===== config.mk =====
export PLATFORM = sky130hd
export DESIGN_NAME = sbdp_top
export DESIGN_NICKNAME = d
export VERILOG_FILES = /design/src/sbdp_top.v /design/src/sbdp_group_inv.v
export VERILOG_INCLUDE_DIRS = /design/src
export SDC_FILE = /design/constraint.sdc
export NUM_CORES = 1
export LEC_CHECK = 0
export BUFFER_PORTS_ARGS = -buffer_cell sky130_fd_sc_hd__buf_2
export CAP_MARGIN = 5
export CORE_MARGIN = 2
export CORE_UTILIZATION = 43
export CTS_CLUSTER_DIAMETER = 40
export DETAILED_ROUTE_END_ITERATION = 10
export GPL_TIMING_DRIVEN = 0
export HOLD_SLACK_MARGIN = 0.05
export PLACE_DENSITY = 0.73
export SYNTH_ARGS = -nofsm -noshare
export SYNTH_HDL_FRONTEND = slang
export SYNTH_SLANG_ARGS = --single-unit

===== constraint.sdc =====
create_clock -name core_clk_i -period 4.85 [get_ports core_clk_i]
set_input_delay 1.2125 -clock core_clk_i [delete_from_list [all_inputs] [get_ports core_clk_i]]
set_output_delay 1.2125 -clock core_clk_i [all_outputs]
set_load 0.02 [all_outputs]

===== src/sbdp_defines.vh =====
// Purpose: Shared constants for the system bus data phase block
// Assumes: Included by its bare name
// Notes: Definitions only
`ifndef SBDP_DEFINES_VH
`define SBDP_DEFINES_VH
`define SBDP_DATA_W 64
`define SBDP_GRP_W 16
`define SBDP_NGRP 4
`define SBDP_BEATS 4
`define SBDP_HALF 8
`define SBDP_ST_SLEEP 1'b0
`define SBDP_ST_DEEP 1'b1
`define SBDP_PH_IDLE 2'h0
`define SBDP_PH_XFER 2'h1
`define SBDP_PH_GAP 2'h2
`define SBDP_PH_REL 2'h3
`endif


===== src/sbdp_top.v =====
// Purpose: Device-side data phase control of the system bus
// Assumes: Four beats presented one per core clock; link clock sampled
// Notes: Bus pins are split into in/out/oe; all outputs registered
`timescale 1ns/1ps
`include "sbdp_defines.vh"
// Functional notes
// Driver holds busy low while owning bus
// Bus free only after driver drops busy
// Far agent asserts order_n_a for out-of-order
// Inversion line marks group data inverted
// Invert when over half bits toggle
// Line n covers bits 16n+15 to 16n
// Deep-sleep request moves Sleep to Deep Sleep
// Request released returns to Sleep
// Platform I/O controller drives deep-sleep request
// Input buffer power control is ignored
// Data valid low on every transfer
// Idle clocks may be inserted, not captured
// Sixty-four bit path in four groups
// Four words per clock, strobe falling edges
// Active low lines; compare with last wire
module sbdp_top #(
  parameter DW = `SBDP_DATA_W,
  parameter GW = `SBDP_GRP_W,
  parameter NG = `SBDP_NGRP
) (
  input wire core_clk_i,
  input wire nrst_i,
  input wire bus_clk_i,
  // Local send request: one word per beat
  input wire tx_start_i,
  input wire tx_beat_valid_i,
  input wire [DW-1:0] tx_data_i,
  input wire tx_last_i,
  output reg tx_ready_o,
  // Bus pins
  input wire data_bus_busy_n_i,
  output reg data_bus_busy_n_o,
  output reg data_bus_busy_n_oe_o,
  input wire data_valid_n_i,
  output reg data_valid_n_o,
  output reg data_valid_n_oe_o,
  input wire [DW-1:0] data_n_i,
  output reg [DW-1:0] data_n_o,
  output reg data_n_oe_o,
  input wire [NG-1:0] group_invert_n_i,
  output reg [NG-1:0] group_invert_n_o,
  output reg group_invert_n_oe_o,
  input wire [NG-1:0] data_strobe_pos_n_i,
  input wire [NG-1:0] data_strobe_neg_n_i,
  output reg [NG-1:0] data_strobe_pos_n_o,
  output reg [NG-1:0] data_strobe_neg_n_o,
  output reg data_strobe_oe_o,
  input wire order_n_a_i,
  input wire deep_sleep_req_n_i,
  input wire input_buffer_power_ctl_n_i,
  // Received data and status
  output reg [DW-1:0] rx_data_o,
  output reg rx_valid_o,
  output reg order_n_a_seen_o,
  output reg bus_free_o,
  output reg deep_sleep_o
);
  // Two-flop synchronisers for every bus input except the power control
  reg [2:0] bclk_s_reg;
  reg [1:0] busy_s_reg, data_valid_n_s_reg, order_n_a_s_reg, dslp_s_reg;
  reg [NG-1:0] sp_s1_reg, sp_s2_reg, sp_s3_reg;
  reg [NG-1:0] sn_s1_reg, sn_s2_reg, sn_s3_reg;
  reg [DW-1:0] din_s1_reg, din_s2_reg;
  reg [NG-1:0] inv_s1_reg, inv_s2_reg;
  always @(posedge core_clk_i or negedge nrst_i) begin
    if (!nrst_i) begin
      bclk_s_reg <= 3'h0;
      busy_s_reg <= 2'h3;
      data_valid_n_s_reg <= 2'h3;
      order_n_a_s_reg <= 2'h3;
      dslp_s_reg <= 2'h3;
      sp_s1_reg <= {NG{1'b1}};
      sp_s2_reg <= {NG{1'b1}};
      sp_s3_reg <= {NG{1'b1}};
      sn_s1_reg <= {NG{1'b1}};
      sn_s2_reg <= {NG{1'b1}};
      sn_s3_reg <= {NG{1'b1}};
      din_s1_reg <= {DW{1'b1}};
      din_s2_reg <= {DW{1'b1}};
      inv_s1_reg <= {NG{1'b1}};
      inv_s2_reg <= {NG{1'b1}};
    end else begin
      bclk_s_reg <= {bclk_s_reg[1:0], bus_clk_i};
      busy_s_reg <= {busy_s_reg[0], data_bus_busy_n_i};
      data_valid_n_s_reg <= {data_valid_n_s_reg[0], data_valid_n_i};
      order_n_a_s_reg <= {order_n_a_s_reg[0], order_n_a_i};
      dslp_s_reg <= {dslp_s_reg[0], deep_sleep_req_n_i};
      sp_s1_reg <= data_strobe_pos_n_i;
      sp_s2_reg <= sp_s1_reg;
      sp_s3_reg <= sp_s2_reg;
      sn_s1_reg <= data_strobe_neg_n_i;
      sn_s2_reg <= sn_s1_reg;
      sn_s3_reg <= sn_s2_reg;
      din_s1_reg <= data_n_i;
      din_s2_reg <= din_s1_reg;
      inv_s1_reg <= group_invert_n_i;
      inv_s2_reg <= inv_s1_reg;
    end
  end
  // Rising edge of the sampled bus clock starts each common clock
  wire bclk_rise = bclk_s_reg[1] & ~bclk_s_reg[2];
  wire [NG-1:0] sp_fall = sp_s3_reg & ~sp_s2_reg;
  wire [NG-1:0] sn_fall = sn_s3_reg & ~sn_s2_reg;
  // Far agent owns the bus while its busy or valid is low
  wire far_busy = ~busy_s_reg[1];
  wire far_valid = ~data_valid_n_s_reg[1];

  // Inversion coding, one coder per group
  reg [DW-1:0] last_wire_reg;
  wire [DW-1:0] enc_wire;
  wire [NG-1:0] enc_inv;
  genvar g;
  generate
    for (g = 0; g < NG; g = g + 1) begin : grp
      sbdp_group_inv #(.W(GW)) u_inv (
        .data_i(tx_data_i[g*GW +: GW]),
        .last_wire_i(last_wire_reg[g*GW +: GW]),
        .wire_o(enc_wire[g*GW +: GW]),
        .inv_o(enc_inv[g])
      );
    end
  endgenerate

  // Transmit phase machine
  reg [1:0] ph_reg, ph_next;
  reg [1:0] beat_reg;
  wire beat_go = tx_beat_valid_i & tx_ready_o;
  always @* begin
    ph_next = ph_reg;
    case (ph_reg)
      `SBDP_PH_IDLE: begin
        // Take the bus only once the far driver released it
        if (tx_start_i && !far_busy && !far_valid)
          ph_next = `SBDP_PH_XFER;
      end
      `SBDP_PH_XFER: begin
        if (beat_go && tx_last_i)
          ph_next = `SBDP_PH_REL;
        else if (!tx_beat_valid_i)
          ph_next = `SBDP_PH_GAP; // Idle clock inserted
      end
      `SBDP_PH_GAP: begin
        if (tx_beat_valid_i)
          ph_next = `SBDP_PH_XFER;
      end
      `SBDP_PH_REL: ph_next = `SBDP_PH_IDLE;
      default: ph_next = `SBDP_PH_IDLE;
    endcase
  end

  always @(posedge core_clk_i or negedge nrst_i) begin
    if (!nrst_i) begin
      ph_reg <= `SBDP_PH_IDLE;
      beat_reg <= 2'h0;
      last_wire_reg <= {DW{1'b0}};
      tx_ready_o <= 1'b0;
      data_bus_busy_n_o <= 1'b1;
      data_bus_busy_n_oe_o <= 1'b0;
      data_valid_n_o <= 1'b1;
      data_valid_n_oe_o <= 1'b0;
      data_n_o <= {DW{1'b1}};
      data_n_oe_o <= 1'b0;
      group_invert_n_o <= {NG{1'b1}};
      group_invert_n_oe_o <= 1'b0;
      data_strobe_pos_n_o <= {NG{1'b1}};
      data_strobe_neg_n_o <= {NG{1'b1}};
      data_strobe_oe_o <= 1'b0;
    end else begin
      ph_reg <= ph_next;
      tx_ready_o <= (ph_next == `SBDP_PH_XFER) ||
                    (ph_next == `SBDP_PH_GAP);
      // Busy held low for the whole ownership
      data_bus_busy_n_o <= !((ph_next == `SBDP_PH_XFER) ||
                             (ph_next == `SBDP_PH_GAP));
      data_bus_busy_n_oe_o <= (ph_next != `SBDP_PH_IDLE);
      data_valid_n_oe_o <= (ph_next != `SBDP_PH_IDLE);
      data_n_oe_o <= (ph_next != `SBDP_PH_IDLE);
      group_invert_n_oe_o <= (ph_next != `SBDP_PH_IDLE);
      data_strobe_oe_o <= (ph_next != `SBDP_PH_IDLE);
      if (beat_go) begin
        // Valid low on each transfer beat
        data_valid_n_o <= 1'b0;
        // Wires active low: drive complement of coded value
        data_n_o <= ~enc_wire;
        group_invert_n_o <= ~enc_inv;
        last_wire_reg <= enc_wire;
        beat_reg <= beat_reg + 2'h1;
        // One strobe falls per beat: pos on even, neg on odd
        // Toggling alone would give rising edges on half the beats
        data_strobe_pos_n_o <= {NG{beat_reg[0]}};
        data_strobe_neg_n_o <= {NG{~beat_reg[0]}};
      end else begin
        data_valid_n_o <= 1'b1;
        data_strobe_pos_n_o <= {NG{1'b1}};
        data_strobe_neg_n_o <= {NG{1'b1}};
      end
      if (ph_next == `SBDP_PH_IDLE) begin
        beat_reg <= 2'h0;
        data_strobe_pos_n_o <= {NG{1'b1}};
        data_strobe_neg_n_o <= {NG{1'b1}};
      end
    end
  end

  // Receive: capture per group on strobe falling edges while valid
  reg [DW-1:0] rx_acc_reg;
  reg [NG-1:0] got_reg;
  // Own strobes echo through the syncs for a few cycles after release
  reg [2:0] own_hist_reg;
  wire [NG-1:0] grp_fall = sp_fall | sn_fall;
  wire rx_open = (ph_reg == `SBDP_PH_IDLE) && (own_hist_reg == 3'h0);
  integer i;
  always @(posedge core_clk_i or negedge nrst_i) begin
    if (!nrst_i) begin
      rx_acc_reg <= {DW{1'b0}};
      got_reg <= {NG{1'b0}};
      own_hist_reg <= 3'h0;
      rx_data_o <= {DW{1'b0}};
      rx_valid_o <= 1'b0;
    end else begin
      rx_valid_o <= 1'b0;
      own_hist_reg <= {own_hist_reg[1:0], ph_reg != `SBDP_PH_IDLE};
      // Clear first so a capture in the same cycle wins
      if (&got_reg) begin
        rx_data_o <= rx_acc_reg;
        rx_valid_o <= 1'b1;
        got_reg <= {NG{1'b0}};
      end
      for (i = 0; i < NG; i = i + 1) begin
        // No capture while valid is high: idle clock
        if (grp_fall[i] && far_valid && rx_open) begin
          rx_acc_reg[i*GW +: GW] <= inv_s2_reg[i] ?
            ~din_s2_reg[i*GW +: GW] : din_s2_reg[i*GW +: GW];
          got_reg[i] <= 1'b1;
        end
      end
    end
  end

  // Order_n_a seen from far agent, bus free and sleep state
  reg slp_reg, slp_next;
  always @* begin
    slp_next = slp_reg;
    case (slp_reg)
      `SBDP_ST_SLEEP: if (!dslp_s_reg[1]) slp_next = `SBDP_ST_DEEP;
      `SBDP_ST_DEEP: if (dslp_s_reg[1]) slp_next = `SBDP_ST_SLEEP;
      default: slp_next = `SBDP_ST_SLEEP;
    endcase
  end
  always @(posedge core_clk_i or negedge nrst_i) begin
    if (!nrst_i) begin
      slp_reg <= `SBDP_ST_SLEEP;
      deep_sleep_o <= 1'b0;
      order_n_a_seen_o <= 1'b0;
      bus_free_o <= 1'b0;
    end else begin
      slp_reg <= slp_next;
      deep_sleep_o <= (slp_next == `SBDP_ST_DEEP);
      order_n_a_seen_o <= ~order_n_a_s_reg[1];
      bus_free_o <= !far_busy && (ph_reg == `SBDP_PH_IDLE);
    end
  end
  // Power control input deliberately unused
  wire unused_pwr = input_buffer_power_ctl_n_i | bclk_rise;
endmodule // sbdp_top


===== src/sbdp_group_inv.v =====
// Purpose: Bus-inversion coder for one data group
// Assumes: Purely combinational, called per beat
// Notes: Compares next value with the last wire level
`timescale 1ns/1ps
`include "sbdp_defines.vh"
module sbdp_group_inv #(
  parameter W = 16
) (
  input wire [W-1:0] data_i,
  input wire [W-1:0] last_wire_i,
  output reg [W-1:0] wire_o,
  output reg inv_o
);
  integer k;
  reg [5:0] cnt;
  always @* begin
    cnt = 6'h00;
    for (k = 0; k < W; k = k + 1) begin
      cnt = cnt + {5'h00, data_i[k] ^ last_wire_i[k]};
    end
    // More than half changing: invert
    inv_o = (cnt > (W / 2));
    wire_o = inv_o ? ~data_i : data_i;
  end
endmodule // sbdp_group_inv


==> summary.txt <==
Final layout
  • Post-layout nets: 2,081
  • Fill cell total of the finished layout: 3,076
  • Fraction of layout instances using a drive strength above 1: 47.0%
  • Synthesis-to-layout area growth: 36.7%
  • Layout Cell Area excl Fill: 24,600 um2
  • Post-layout instance count excluding filler cells: 2,464

Critical path
  • Endpoint kind of the worst setup timing path: flip-flop
  • Number of cells on the worst reg-to-reg path: 16
  • Critical path fanouts, max: 7
  • Worst Setup Path Type: in2reg
  • Critical path required time: 5.31 ns
  • Arrival time of data at the critical path endpoint: 6.01 ns
  • Category of the worst setup path launch point: input pin

Placement
  • Weighted congestion at the end of routability-driven global placement: 0.829
  • Instance area after placement: 20,500 um2
  • Cell Count Post-Placement: 2,291
  • Number of buffers inserted by port buffering: 300
  • Placed wire-length estimate after detailed placement: 29,300 um
  • Post-placement setup slack: -1.31 ns

Logic synthesis
  • Combined area of all synthesized cells: 18,000 um2
  • Cells after synthesis: 1,456
  • Share of async-settable or async-resettable flops after synthesis: 100%
  • Distinct cell type count of the synthesized netlist: 42
  • Mean cell area of the mapped netlist: 12.4 um2
  • Number of warnings reported in the yosys synthesis log: 0
  • Yosys top cell by area: dfstp_2
  • Total of flip-flops plus latches after synthesis: 448
  • Share of the synthesized area in the top cell type: 35.0%
  • Most instantiated cells after synthesis: 326 x nand2_1, 240 x dfstp_2, 208 x dfrtp_1
  • Ranking of synthesized cells by area: dfstp_2 35%, dfrtp_1 29%, nand2_1 6.8%
  • Count of flip-flops with a built-in enable after synthesis: 0
  • Most numerous cell in the Yosys netlist: nand2_1
  • Primary flip-flop cell chosen by synthesis mapping: dfstp_2
  • Sequential area share after synthesis: 63.9%
  • Total nets after synthesis: 1,668

Timing
  • Transition time of the tightest slew-check pin: 0.925 ns
  • Final Cycle Share: 115%
  • Highest achievable clock rate: 180 MHz
  • Setup WS post-layout: -0.704 ns
  • RSZ-0062 raised after global routing: yes
  • Final Hold Viols: 0
  • Number of slew-limit violations in the final report: 0
  • Final setup violation count: 132
  • Setup Skew: 0.0285 ns
  • Min Tclk post-route: 5.55 ns
  • Max transition margin: 38.3%

Global routing
  • Tot GR Track Use: 20.4%
  • Maximum number of pins on one net before global-route repair: 127
  • Number of antenna violations at the first check in global routing: 10
  • Global route overflow: 0
  • First-pass GRT wire length: 70,400 um
  • Vias in the first global route: 13,100

Clocking
  • Clock Tree Root: clkbuf_16
  • Maximum number of buffers from clock root to sink: 3
  • Number of clock sinks seen by CTS: 448
  • CTS tree: built
  • Worst-path clk slew: 0.05 ns
  • Number of levels the H-tree was split into: 3
  • TritonCTS Buffers: 69
  • Clock latency on the worst-skew pair: 0.59 ns

Run status
  • Result of the run: complete, but fails checks
  • Failing checks: setup timing

Routing
  • Routed vias: 12,100
  • Vias per cell: 4.91
  • Post-detailed-route DRC marker count: 0
  • Routed len/inst: 17.9 um
  • Overall routed net length: 44,000 um
  • First drt pass iteration count: 7
  • Violation count after the first detailed-route iteration: 692
  • Count of nets left with antenna violations after detail routing: 0

Floorplanning
  • Vertical die dimension: 209 um
  • Area of the die: 43,600 um2
  • Standard-cell row count: 74
  • Total I/O pin count: 303
  • Placeable core region: 41,100 um2
  • Die boundary width: 209 um
  • Starting utilization of the core area: 43.8%

Worst hold path
  • HP Class: reg2reg
  • Cell count of the worst hold path: 0

Flow run
  • Max-cap violations: 0
## through the flow
step                utilization, %  hold WS (ns)   TNS, ns
floorplan                        -         0.345    -91.82
global placement              49.6         0.346  -2066.07
detailed placement            49.8         0.347   -146.74
CTS                           58.8         0.330    -55.41
global route                  59.9         0.340    -78.91
finish                        59.9         0.336    -67.92
## per-layer routing
| metal | part of all wire (%) | global-route usage (%) |
|---|---|---|
| met4 | 2.7 | 6.50 |
| met1 | 41 | 25.5 |
| met2 | 49 | 33.7 |
| met3 | 6.9 | 6.72 |
| met5 | 0.19 | 0 |
## layout by cell type (no fill, tap or decap), types with 24 or more instances in the layout
cell / n
o21ai_0: 66
inv_1: 45
o21ai_1: 31
nand2_1: 324
buf_2: 299
dfrtp_1: 208
fa_1: 34
clkbuf_1: 47
clkbuf_16: 69
mux2_4: 42
xnor2_1: 81
dfstp_2: 240
xor2_1: 44
buf_6: 24
xor2_2: 26
## path summary, 6_finish.rpt
| kind | end | slack, ns | start |
|---|---|---|---|
| worst max-delay path | last_wire_reg[60] | -0.70 | tx_data_i[49] |
| worst min-delay path | data_valid_n_s_reg[1] | 0.34 | data_valid_n_s_reg[0] |
| worst max register to register | last_wire_reg[40] | -0.39 | last_wire_reg[33] |
| worst min register to register | data_valid_n_s_reg[1] | 0.34 | data_valid_n_s_reg[0] |
| max in group asynchronous | data_n_o[23] | 2.57 | nrst_i |
| min in group asynchronous | rx_acc_reg[54] | 0.70 | nrst_i |
## layout make-up
cell class	instances	area, um2	share of cell area (%)
tap	532	666	2.70
clock buffer	82	1860	7.54
timing repair buffer	344	2160	8.75
buffer	78	445	1.81
clock inverter	46	584	2.37
multi-input combinational	883	7220	29.3
inverter	45	169	0.686
sequential	448	11500	46.7
antenna	6	15.0	0.0610
## kinds of logic after synthesis
kind of cell               after synthesis  share of synthesized area (%)
DFF                                    448                           63.9
muxes                                   48                           3.00
AOI/OAI and AO/OA                      186                           5.89
buffers and inverters                  125                           3.13
and+or+nand+nor                        411                           9.58
xor gates and xnor gates               177                           8.60
adders and majority gates               61                           5.90
## worst max-delay path: stages
cell,delay [ns]
buf_2,0.13
xor2_1,0.17
ha_1,0.29
fa_1,0.51
fa_1,0.44
fa_1,0.51
inv_1,0.05
fa_1,0.46
fa_2,0.37
fa_1,0.55
nand4b_1,0.13
a22o_1,0.22
o221a_1,0.22
buf_6,0.16
buf_12,0.15
xor2_2,0.16
mux2_4,0.28
## timing repair
item / 4_1_cts / 5_1_grt
setup endpoints to repair: 132 / 132
pin swaps: 23 / 20
hold buffers: 0 / 0
hold endpoints to repair: 0 / 0
resized for setup: 170 / 83
setup buffers: 30 / 7
cloned: 6 / 0
Power is not shown: default switching activity piles up to over one toggle a cycle in this logic, so the estimate is an artifact.
